===== config.mk =====
export PLATFORM = sky130hd
export DESIGN_NAME = cc_array
export DESIGN_NICKNAME = d
export VERILOG_FILES = /design/src/rtl/cc_array_pkg.sv /design/src/rtl/cc_array.sv
export SDC_FILE = /design/constraint.sdc
export NUM_CORES = 1
export LEC_CHECK = 0
export ABC_CLOCK_PERIOD_IN_PS = 2900
export BUFFER_PORTS_ARGS = -buffer_cell sky130_fd_sc_hd__buf_2
export CAP_MARGIN = 20
export CORE_MARGIN = 3
export CORE_UTILIZATION = 60
export CTS_CLUSTER_SIZE = 16
export DETAILED_ROUTE_END_ITERATION = 6
export PLACE_DENSITY = 0.88
export SLEW_MARGIN = 15
export SYNTH_ARGS = -nofsm -noshare
export SYNTH_HDL_FRONTEND = slang
export SYNTH_SLANG_ARGS = --single-unit

===== constraint.sdc =====
create_clock -name aclk -period 2.9 [get_ports aclk]
set_input_delay 0.435 -clock aclk [delete_from_list [all_inputs] [get_ports aclk]]
set_output_delay 0.435 -clock aclk [all_outputs]
set_load 0.01 [all_outputs]

===== src/rtl/cc_array_pkg.sv =====
// How it works
// - rising-capture enable alone captures the counter on each rising pin edge.
// - falling-capture enable alone captures the counter on each falling pin edge.
// - both capture enables capture on every pin transition.
// - a capture copies all sixteen counter bits into the compare high and low bytes.
// - each capture overwrites the stored value with no protection.
// - capture or match sets the event flag; interrupt needs flag and enable.
// - hardware only sets event flags; software clears them.
// - comparator plus compare-hit enables give a software timer flagging on equality.
// - writing the low byte stops matching; writing the high byte restarts it.
// - pin-flip, compare-hit and comparator set invert the pin on each match.
// - the pin inverts in hardware at the match, not by interrupt service.
// - high-speed output toggles whatever the interrupt enable holds.
// - without a new compare value the next toggle comes after counter wrap.
// - comparator plus pulse-width enable, compare-hit clear, select pulse-width output; interrupt unused.
// - watchdog only on module four, comparator and compare-hit set, pulse-width clear.
// - watchdog drives internal reset only with the watchdog reset enable set.
// - pin-flip zero leaves the pin on a match; one inverts it.
// - all five modules share one free-running sixteen-bit counter.
// - mode bits: 0 irq, 1 pwm, 2 flip, 3 hit, 4 fall, 5 rise, 6 comparator.
// - pulse-width output low while counter low byte is below compare low byte.
package cc_array_pkg;
   localparam int          NUM_MODULES    = 5;
   localparam int          WDT_MODULE     = 4;
   localparam logic [11:0] ADDR_CTRL      = 12'h000;
   localparam logic [11:0] ADDR_ARRAY_MODE_REGISTER      = 12'h004;
   localparam logic [11:0] ADDR_CNT_LO    = 12'h008;
   localparam logic [11:0] ADDR_CNT_HI    = 12'h00C;
   localparam logic [11:0] ADDR_MODE_BASE = 12'h010;
   localparam logic [11:0] ADDR_CAPL_BASE = 12'h030;
   localparam logic [11:0] ADDR_CAPH_BASE = 12'h050;
   localparam int          MODE_IRQ       = 0;
   localparam int          MODE_PWM       = 1;
   localparam int          MODE_FLIP      = 2;
   localparam int          MODE_HIT       = 3;
   localparam int          MODE_FALL      = 4;
   localparam int          MODE_RISE      = 5;
   localparam int          MODE_COMP      = 6;
   localparam int          CTRL_RUN       = 6;
   localparam int          ARRAY_MODE_REGISTER_WATCHDOG_RESET_ENABLE      = 6;
   localparam logic [7:0]  MODE_RESET     = 8'h00;
   localparam logic [7:0]  CAP_RESET      = 8'h00;
   localparam logic [1:0]  RESP_OKAY      = 2'b00;
   localparam logic [1:0]  RESP_SLVERR    = 2'b10;
endpackage : cc_array_pkg


===== src/rtl/cc_array.sv =====
// The placing of the registers and register access over AXI4-Lite were decided locally.
`timescale 1ns/1ps
module cc_array #(
   parameter int N = 5
) (
   input  wire logic         aclk,
   input  wire logic         aresetn,
   input  wire logic         clk_en,
   input  wire logic         count_tick,
   input  wire logic [N-1:0] module_pin_in,
   output logic      [N-1:0] module_pin_out,
   output logic      [N-1:0] module_pin_oe,
   output logic              irq,
   output logic              wdt_reset,
   input  wire logic [11:0]  s_axi_awaddr,
   input  wire logic         s_axi_awvalid,
   output logic              s_axi_awready,
   input  wire logic [31:0]  s_axi_wdata,
   input  wire logic [3:0]   s_axi_wstrb,
   input  wire logic         s_axi_wvalid,
   output logic              s_axi_wready,
   output logic [1:0]        s_axi_bresp,
   output logic              s_axi_bvalid,
   input  wire logic         s_axi_bready,
   input  wire logic [11:0]  s_axi_araddr,
   input  wire logic         s_axi_arvalid,
   output logic              s_axi_arready,
   output logic [31:0]       s_axi_rdata,
   output logic [1:0]        s_axi_rresp,
   output logic              s_axi_rvalid,
   input  wire logic         s_axi_rready
);
   logic [15:0]   counter_reg;
   logic [7:0]    ctrl_reg;
   logic [7:0]    array_mode_register_reg;
   logic [N-1:0]  flag_reg;
   logic [6:0]    mode_reg [N];
   logic [7:0]    caph_reg [N];
   logic [7:0]    capl_reg [N];
   logic [N-1:0]  cmp_arm_reg;
   logic [N-1:0]  pin_prev_reg;
   logic [N-1:0]  pin_reg;
   logic [N-1:0]  cap_ev;
   logic [N-1:0]  hit_ev;
   logic [11:0]   aw_reg;
   logic [31:0]   wd_reg;
   logic [3:0]    ws_reg;
   logic          aw_full_reg;
   logic          w_full_reg;
   logic          wr_go;
   logic          wr_ok;
   logic          rd_ok;
   logic [31:0]   rd_val;
   logic          running;
   logic          wr_ctrl;
   logic          tick_prev_reg;

   // decode a byte address into a module slot within a bank
   function automatic logic slot_hit(input logic [11:0] a, input logic [11:0] base,
                                     input int idx);
      slot_hit = (a == base + 12'(idx * 4));
   endfunction : slot_hit

   function automatic logic addr_known(input logic [11:0] a);
      addr_known = 1'b0;
      if (a == cc_array_pkg::ADDR_CTRL || a == cc_array_pkg::ADDR_ARRAY_MODE_REGISTER ||
          a == cc_array_pkg::ADDR_CNT_LO || a == cc_array_pkg::ADDR_CNT_HI) begin
         addr_known = 1'b1;
      end
      for (int i = 0; i < N; i++) begin
         if (slot_hit(a, cc_array_pkg::ADDR_MODE_BASE, i) ||
             slot_hit(a, cc_array_pkg::ADDR_CAPL_BASE, i) ||
             slot_hit(a, cc_array_pkg::ADDR_CAPH_BASE, i)) begin
            addr_known = 1'b1;
         end
      end
   endfunction : addr_known

   assign running = ctrl_reg[cc_array_pkg::CTRL_RUN];

   // write channel: address and data taken in either order
   assign s_axi_awready = !aw_full_reg && !s_axi_bvalid;
   assign s_axi_wready  = !w_full_reg && !s_axi_bvalid;
   assign wr_go = aw_full_reg && w_full_reg && !s_axi_bvalid;
   assign wr_ok = wr_go && clk_en && addr_known(aw_reg) && ws_reg[0];

   always_ff @(posedge aclk) begin
      if (!aresetn) begin
         aw_full_reg  <= 1'b0;
         w_full_reg   <= 1'b0;
         aw_reg       <= 12'h000;
         wd_reg       <= 32'h00000000;
         ws_reg       <= 4'h0;
         s_axi_bvalid <= 1'b0;
         s_axi_bresp  <= cc_array_pkg::RESP_OKAY;
      end else if (clk_en) begin
         if (s_axi_awvalid && s_axi_awready) begin
            aw_full_reg <= 1'b1;
            aw_reg      <= s_axi_awaddr;
         end
         if (s_axi_wvalid && s_axi_wready) begin
            w_full_reg <= 1'b1;
            wd_reg     <= s_axi_wdata;
            ws_reg     <= s_axi_wstrb;
         end
         if (wr_go) begin
            aw_full_reg  <= 1'b0;
            w_full_reg   <= 1'b0;
            s_axi_bvalid <= 1'b1;
            s_axi_bresp  <= addr_known(aw_reg) ? cc_array_pkg::RESP_OKAY
                                               : cc_array_pkg::RESP_SLVERR;
         end else if (s_axi_bvalid && s_axi_bready) begin
            s_axi_bvalid <= 1'b0;
         end
      end
   end

   // read channel
   assign s_axi_arready = !s_axi_rvalid;
   assign rd_ok = s_axi_arvalid && s_axi_arready;

   always_comb begin
      rd_val = 32'h00000000;
      unique case (s_axi_araddr)
         cc_array_pkg::ADDR_CTRL:   rd_val = {24'h000000, ctrl_reg[7:N], flag_reg};
         cc_array_pkg::ADDR_ARRAY_MODE_REGISTER:   rd_val = {24'h000000, array_mode_register_reg};
         cc_array_pkg::ADDR_CNT_LO: rd_val = {24'h000000, counter_reg[7:0]};
         cc_array_pkg::ADDR_CNT_HI: rd_val = {24'h000000, counter_reg[15:8]};
         default:                   rd_val = 32'h00000000;
      endcase
      for (int i = 0; i < N; i++) begin
         // reserved mode bit reads as zero
         if (slot_hit(s_axi_araddr, cc_array_pkg::ADDR_MODE_BASE, i)) begin
            rd_val = {25'h0000000, mode_reg[i]};
         end
         if (slot_hit(s_axi_araddr, cc_array_pkg::ADDR_CAPL_BASE, i)) begin
            rd_val = {24'h000000, capl_reg[i]};
         end
         if (slot_hit(s_axi_araddr, cc_array_pkg::ADDR_CAPH_BASE, i)) begin
            rd_val = {24'h000000, caph_reg[i]};
         end
      end
   end

   always_ff @(posedge aclk) begin
      if (!aresetn) begin
         s_axi_rvalid <= 1'b0;
         s_axi_rdata  <= 32'h00000000;
         s_axi_rresp  <= cc_array_pkg::RESP_OKAY;
      end else if (clk_en) begin
         if (rd_ok) begin
            s_axi_rvalid <= 1'b1;
            s_axi_rdata  <= rd_val;
            s_axi_rresp  <= addr_known(s_axi_araddr) ? cc_array_pkg::RESP_OKAY
                                                     : cc_array_pkg::RESP_SLVERR;
         end else if (s_axi_rready) begin
            s_axi_rvalid <= 1'b0;
         end
      end
   end

   // control, array mode and shared counter
   assign wr_ctrl = wr_ok && aw_reg == cc_array_pkg::ADDR_CTRL;

   always_ff @(posedge aclk) begin
      if (!aresetn) begin
         ctrl_reg <= 8'h00;
         array_mode_register_reg <= 8'h00;
      end else if (clk_en) begin
         if (wr_ctrl) begin
            ctrl_reg <= wd_reg[7:0];
         end
         if (wr_ok && aw_reg == cc_array_pkg::ADDR_ARRAY_MODE_REGISTER) begin
            array_mode_register_reg <= wd_reg[7:0];
         end
      end
   end

   always_ff @(posedge aclk) begin
      if (!aresetn) begin
         counter_reg   <= 16'h0000;
         tick_prev_reg <= 1'b0;
      end else if (clk_en) begin
         tick_prev_reg <= running && count_tick;
         if (wr_ok && aw_reg == cc_array_pkg::ADDR_CNT_LO) begin
            counter_reg[7:0] <= wd_reg[7:0];
         end else if (wr_ok && aw_reg == cc_array_pkg::ADDR_CNT_HI) begin
            counter_reg[15:8] <= wd_reg[7:0];
         end else if (running && count_tick) begin
            counter_reg <= counter_reg + 16'h0001;
         end
      end
   end

   // event flags: hardware sets, software clears by writing zero; set wins
   always_ff @(posedge aclk) begin
      if (!aresetn) begin
         flag_reg <= '0;
      end else if (clk_en) begin
         for (int i = 0; i < N; i++) begin
            if (cap_ev[i] || hit_ev[i]) begin
               flag_reg[i] <= 1'b1;
            end else if (wr_ctrl && !wd_reg[i]) begin
               flag_reg[i] <= 1'b0;
            end
         end
      end
   end

   always_comb begin
      irq = 1'b0;
      for (int i = 0; i < N; i++) begin
         irq = irq | (flag_reg[i] & mode_reg[i][cc_array_pkg::MODE_IRQ]);
      end
   end

   always_ff @(posedge aclk) begin
      if (!aresetn) begin
         wdt_reset <= 1'b0;
      end else if (clk_en) begin
         wdt_reset <= hit_ev[cc_array_pkg::WDT_MODULE] &&
                      !mode_reg[cc_array_pkg::WDT_MODULE][cc_array_pkg::MODE_PWM] &&
                      array_mode_register_reg[cc_array_pkg::ARRAY_MODE_REGISTER_WATCHDOG_RESET_ENABLE];
      end
   end

   // per-module capture, compare and output
   for (genvar g = 0; g < N; g++) begin : g_mod
      logic rise_ev;
      logic fall_ev;
      logic comp_on;
      logic hit_mode;
      logic pwm_mode;
      assign comp_on  = mode_reg[g][cc_array_pkg::MODE_COMP];
      assign hit_mode = comp_on && mode_reg[g][cc_array_pkg::MODE_HIT];
      assign pwm_mode = comp_on && mode_reg[g][cc_array_pkg::MODE_PWM] &&
                        !mode_reg[g][cc_array_pkg::MODE_HIT];
      assign rise_ev  = pin_reg[g] && !pin_prev_reg[g];
      assign fall_ev  = !pin_reg[g] && pin_prev_reg[g];
      assign cap_ev[g] = !comp_on &&
                         ((rise_ev && mode_reg[g][cc_array_pkg::MODE_RISE]) ||
                          (fall_ev && mode_reg[g][cc_array_pkg::MODE_FALL]));
      // one check per increment, full sixteen bits, armed at reset and after high byte, disarmed by low byte
      assign hit_ev[g] = hit_mode && tick_prev_reg && cmp_arm_reg[g] &&
                         counter_reg == {caph_reg[g], capl_reg[g]};

      always_ff @(posedge aclk) begin
         if (!aresetn) begin
            pin_reg[g]      <= 1'b0;
            pin_prev_reg[g] <= 1'b0;
         end else if (clk_en) begin
            pin_reg[g]      <= module_pin_in[g];
            pin_prev_reg[g] <= pin_reg[g];
         end
      end

      always_ff @(posedge aclk) begin
         if (!aresetn) begin
            mode_reg[g]    <= cc_array_pkg::MODE_RESET[6:0];
            capl_reg[g]    <= cc_array_pkg::CAP_RESET;
            caph_reg[g]    <= cc_array_pkg::CAP_RESET;
            cmp_arm_reg[g] <= 1'b1;
         end else if (clk_en) begin
            if (wr_ok && slot_hit(aw_reg, cc_array_pkg::ADDR_MODE_BASE, g)) begin
               mode_reg[g] <= wd_reg[6:0];
            end
            if (cap_ev[g]) begin
               {caph_reg[g], capl_reg[g]} <= counter_reg;
            end else if (wr_ok && slot_hit(aw_reg, cc_array_pkg::ADDR_CAPL_BASE, g)) begin
               capl_reg[g]    <= wd_reg[7:0];
               cmp_arm_reg[g] <= 1'b0;
            end else if (wr_ok && slot_hit(aw_reg, cc_array_pkg::ADDR_CAPH_BASE, g)) begin
               caph_reg[g]    <= wd_reg[7:0];
               cmp_arm_reg[g] <= 1'b1;
            end
         end
      end

      always_ff @(posedge aclk) begin
         if (!aresetn) begin
            module_pin_out[g] <= 1'b0;
         end else if (clk_en) begin
            if (pwm_mode) begin
               module_pin_out[g] <= !(counter_reg[7:0] < capl_reg[g]);
            end else if (hit_ev[g] && mode_reg[g][cc_array_pkg::MODE_FLIP]) begin
               module_pin_out[g] <= !module_pin_out[g];
            end
         end
      end

      assign module_pin_oe[g] = pwm_mode || (hit_mode && mode_reg[g][cc_array_pkg::MODE_FLIP]);
   end

   property p_capture_copies;
      @(posedge aclk) disable iff (!aresetn)
      (clk_en && cap_ev[0]) |=> ({caph_reg[0], capl_reg[0]} == $past(counter_reg));
   endproperty
   a_capture_copies: assert property (p_capture_copies) else $error("capture lost");

   property p_flag_set;
      @(posedge aclk) disable iff (!aresetn)
      (clk_en && (cap_ev[1] || hit_ev[1])) |=> flag_reg[1];
   endproperty
   a_flag_set: assert property (p_flag_set) else $error("flag not set");

   property p_flag_hold;
      @(posedge aclk) disable iff (!aresetn)
      (flag_reg[0] && !(clk_en && wr_ctrl && !wd_reg[0])) |=> flag_reg[0];
   endproperty
   a_flag_hold: assert property (p_flag_hold) else $error("flag dropped");

   property p_low_disarms;
      @(posedge aclk) disable iff (!aresetn)
      (clk_en && wr_ok && slot_hit(aw_reg, cc_array_pkg::ADDR_CAPL_BASE, 0) && !cap_ev[0])
      |=> !hit_ev[0];
   endproperty
   a_low_disarms: assert property (p_low_disarms) else $error("match while disarmed");

   property p_toggle;
      @(posedge aclk) disable iff (!aresetn)
      (clk_en && hit_ev[1] && mode_reg[1][cc_array_pkg::MODE_FLIP] &&
       !mode_reg[1][cc_array_pkg::MODE_PWM]) |=> (module_pin_out[1] != $past(module_pin_out[1]));
   endproperty
   a_toggle: assert property (p_toggle) else $error("no toggle");

   property p_no_flip;
      @(posedge aclk) disable iff (!aresetn)
      (clk_en && !mode_reg[0][cc_array_pkg::MODE_FLIP] && !mode_reg[0][cc_array_pkg::MODE_PWM])
      |=> $stable(module_pin_out[0]);
   endproperty
   a_no_flip: assert property (p_no_flip) else $error("pin moved");

   property p_wdt;
      @(posedge aclk) disable iff (!aresetn)
      wdt_reset |-> $past(array_mode_register_reg[cc_array_pkg::ARRAY_MODE_REGISTER_WATCHDOG_RESET_ENABLE]);
   endproperty
   a_wdt: assert property (p_wdt) else $error("reset without enable");

   property p_pwm;
      @(posedge aclk) disable iff (!aresetn)
      (clk_en && g_mod[2].pwm_mode) |=> (module_pin_out[2] == ($past(counter_reg[7:0]) >=
                                                              $past(capl_reg[2])));
   endproperty
   a_pwm: assert property (p_pwm) else $error("pwm level wrong");
endmodule : cc_array


==> results by group <==
Run status
  – Status: complete, no violations

Timing
  – Setup violators final: 0
  – Worst Setup Slack, final: 0.0677 ns
  – Slew margin rel.: 19.9%
  – Final hold viol count: 0
  – Clk_skew: 0.0303 ns
  – Maximum clock frequency: 0.353 GHz
  – Least-Margin Pin Slew: 1.20 ns
  – Final Cycle Share: 97.7%
  – Hold slack: 0.122 ns
  – Total Neg Setup Slack: 0 ns
  – RSZ-0062 raised after global routing: no
  – Tmin final: 2.83 ns
  – Slew Limit Fails: 0

Hold path
  – Hold crit path type: input port to flip-flop
  – Hold Path Sink: aw_reg[0]
  – HP Start: s_axi_awaddr[0]
  – Worst Hold Depth: 3

Global route
  – Vias in the first global route: 12300
  – Global route overflow: 0
  – Global-route wire length before repair: 72700 µm
  – GRT Util Overall: 39.6%
  – Largest net degree at the start of global routing: 78
  – Initial antenna violation count: 2

Clock network
  – Clk Tree Root Cell: clkbuf_16
  – Total setup buffers inserted after CTS: 0
  – Cts hold-fix bufs: 0
  – CTS clk-pin slew, worst paths: 0.06 ns
  – Worst skew pair latency: 0.55 ns
  – CTS Buffer Depth: 3
  – CTS tree: built
  – PostCTS Resize Cnt: 0
  – H-tree depth: 1
  – TritonCTS Buffers: 23
  – Clk sinks: 204

Drt
  – DR pass1 iterations: 7
  – Antenna-violating nets left: 0
  – Initial drt markers: 1940
  – DRT Wirelength: 48600 µm
  – WL/cell: 24.9 µm
  – # DRC: 0
  – Via Count: 13300
  – Via density: 6.82

Placement
  – Setup WS pre-CTS: 0.182 ns
  – Placer Congestion: 1.13
  – Port bufs: 73
  – Post-DP HPWL: 34300 µm

Synthesis
  – Post-synth top cells: dfxtp_1, nor2_1, nand2_1
  – Syn avg cell area: 8.02 µm²
  – Most common cell in the netlist: dfxtp_1
  – Fraction of registers with async set/reset: 0%
  – Number of flops mapped to enable cells by yosys: 35
  – Syn Inst Count: 1615
  – Yosys top cell area share: 26.1%
  – Synth unique cells: 82
  – Flops & latches, synth: 204
  – Top cells by area, synth: dfxtp_1, edfxtp_1, a21oi_1
  – Sequential area share after synthesis: 34.2%
  – Cell Area, Synth: 12900 µm²
  – Synth Warn #: 0
  – Predominant post-synthesis flop cell: dfxtp_1
  – Largest area contributor in the netlist: dfxtp_1

Layout
  – Layout net count: 1776
  – Layout cells sized above 1: 13.7%
  – Synth-to-Final Area Change: 11.6%

Floorplanning
  – Die H: 153 µm
  – Num rows: 53
  – Starting Density: 61.4%
  – Core ar.: 21100 µm²
  – Die width: 153 µm
  – DIE AREA: 23400 µm²
  – I/O pins: 127

Worst setup path
  – Crit path DAT: 3.23 ns
  – Worst path bufs/invs: 0
  – Crit-path cells: ha_1 -> nand4_1 -> or4_1 -> nor3_1 -> nand2_1 -> a21boi_0 -> o22ai_1
  – Critical path type: flip-flop to flip-flop
  – Worst Setup End Kind: flip-flop
  – Reg-to-reg slack, setup: 0.07 ns
  – RR Startpoint: counter_reg[5]
  – CP max-delay cell: dfxtp_1
  – R2R depth: 7
  – Crit-path max cell delay: 0.93 ns
  – CP Launch Type: flip-flop
  – Crit path max-delay family: simple AND/OR/NAND/NOR gates
  – Worst EP required: 3.29 ns
  – Worst Path Max Fanout: 10
  – RR Endpoint: module_pin_out[1]

Job
  – MaxCap Viol Count: 0

Pwr
  – VDD IR max: 0.494 mV
  – Leak: 5.18 nW
  – PD cells: 464 nW/µm²
-- stage by stage --
step,utilization [%],power (mW),instances,area [µm²]
2_1_floorplan,-,3.51,1640,13000
3_3_place_gp,64.8,3.71,1911,13700
3_5_place_dp,64.8,3.72,1911,13700
4_1_cts,68.5,6.67,1953,14400
5_1_grt,68.5,6.87,1953,14400
6_report,68.5,6.70,1956,14500
-- cells by family after synthesis --
group | after synthesis | share of synthesized area (%)
other cells | 1 | 0.0290
simple gates | 591 | 23.4
flops | 204 | 34.2
buf+inv | 208 | 7.12
fa+ha+maj | 41 | 3.96
compound gates | 477 | 24.3
mux | 46 | 3.77
xor+xnor | 47 | 3.18
-- report_power, final --
group	total (mW)	switching, mW	leakage, nW	internal (mW)
logic	0.639	0.419	3.06	0.219
registers	3.06	0.112	1.73	2.95
clock network	3.01	1.27	0.392	1.74
total	6.70	1.80	5.18	4.91
-- layer usage --
| metal | GRT usage, % | vias up | wire length, µm |
|---|---|---|---|
| met5 | 0 | - | 18 |
| met4 | 23.8 | 2 | 3880 |
| met3 | 9.40 | 265 | 6340 |
| met2 | 60.7 | 1011 | 20700 |
| met1 | 50.9 | 6096 | 17700 |
| li1 | - | 5958 | - |
-- cell usage in the layout (no fill, tap or decap), drive strengths merged, types with 29 or more instances in the layout --
cell	synthesis	layout
xnor2	42	42
nor2b	56	56
clkbuf	97	31
nand2	126	126
a211oi	77	77
buf	59	152
dfxtp	169	169
a21oi	127	127
ha	41	41
nand3	43	43
nand4	29	29
inv	52	53
edfxtp	35	35
nor2	165	165
o21ai	70	70
o21a	34	34
mux2i	33	33
o22ai	35	35
nor3	41	41
-- worst max-delay path by stage --
| stage | from | endpoint | slack [ns] | cells after the start |
|---|---|---|---|---|
| after floorplan | s_axi_araddr[9] | s_axi_rdata[2] | 0.55 | 8 |
| after global placement | s_axi_araddr[9] | s_axi_rdata[3] | 0.18 | 7 |
| after detailed placement | s_axi_araddr[9] | s_axi_rdata[3] | 0.18 | 8 |
| after global routing | counter_reg[5] | module_pin_out[1] | 0.07 | 7 |
| final | counter_reg[5] | module_pin_out[1] | 0.07 | 7 |
| after CTS | counter_reg[5] | module_pin_out[1] | 0.24 | 7 |
-- worst min-delay path, stage by stage --
cell and delay (ns):
buf_2 0.09, nand2_1 0.04, a21oi_1 0.05
-- layout make-up --
cell class | instances | area (µm²)
Multi-Input combinational cell | 1228 | 7700
Fill cell | 1713 | 6630
Sequential cell | 204 | 4430
Timing Repair Buffer | 152 | 996
Clock buffer | 31 | 678
Tap cell | 275 | 344
Inverter | 52 | 198
Clock inverter | 11 | 95.1
Antenna cell | 3 | 7.51
Note: power is estimated with default switching activity, not from simulation.
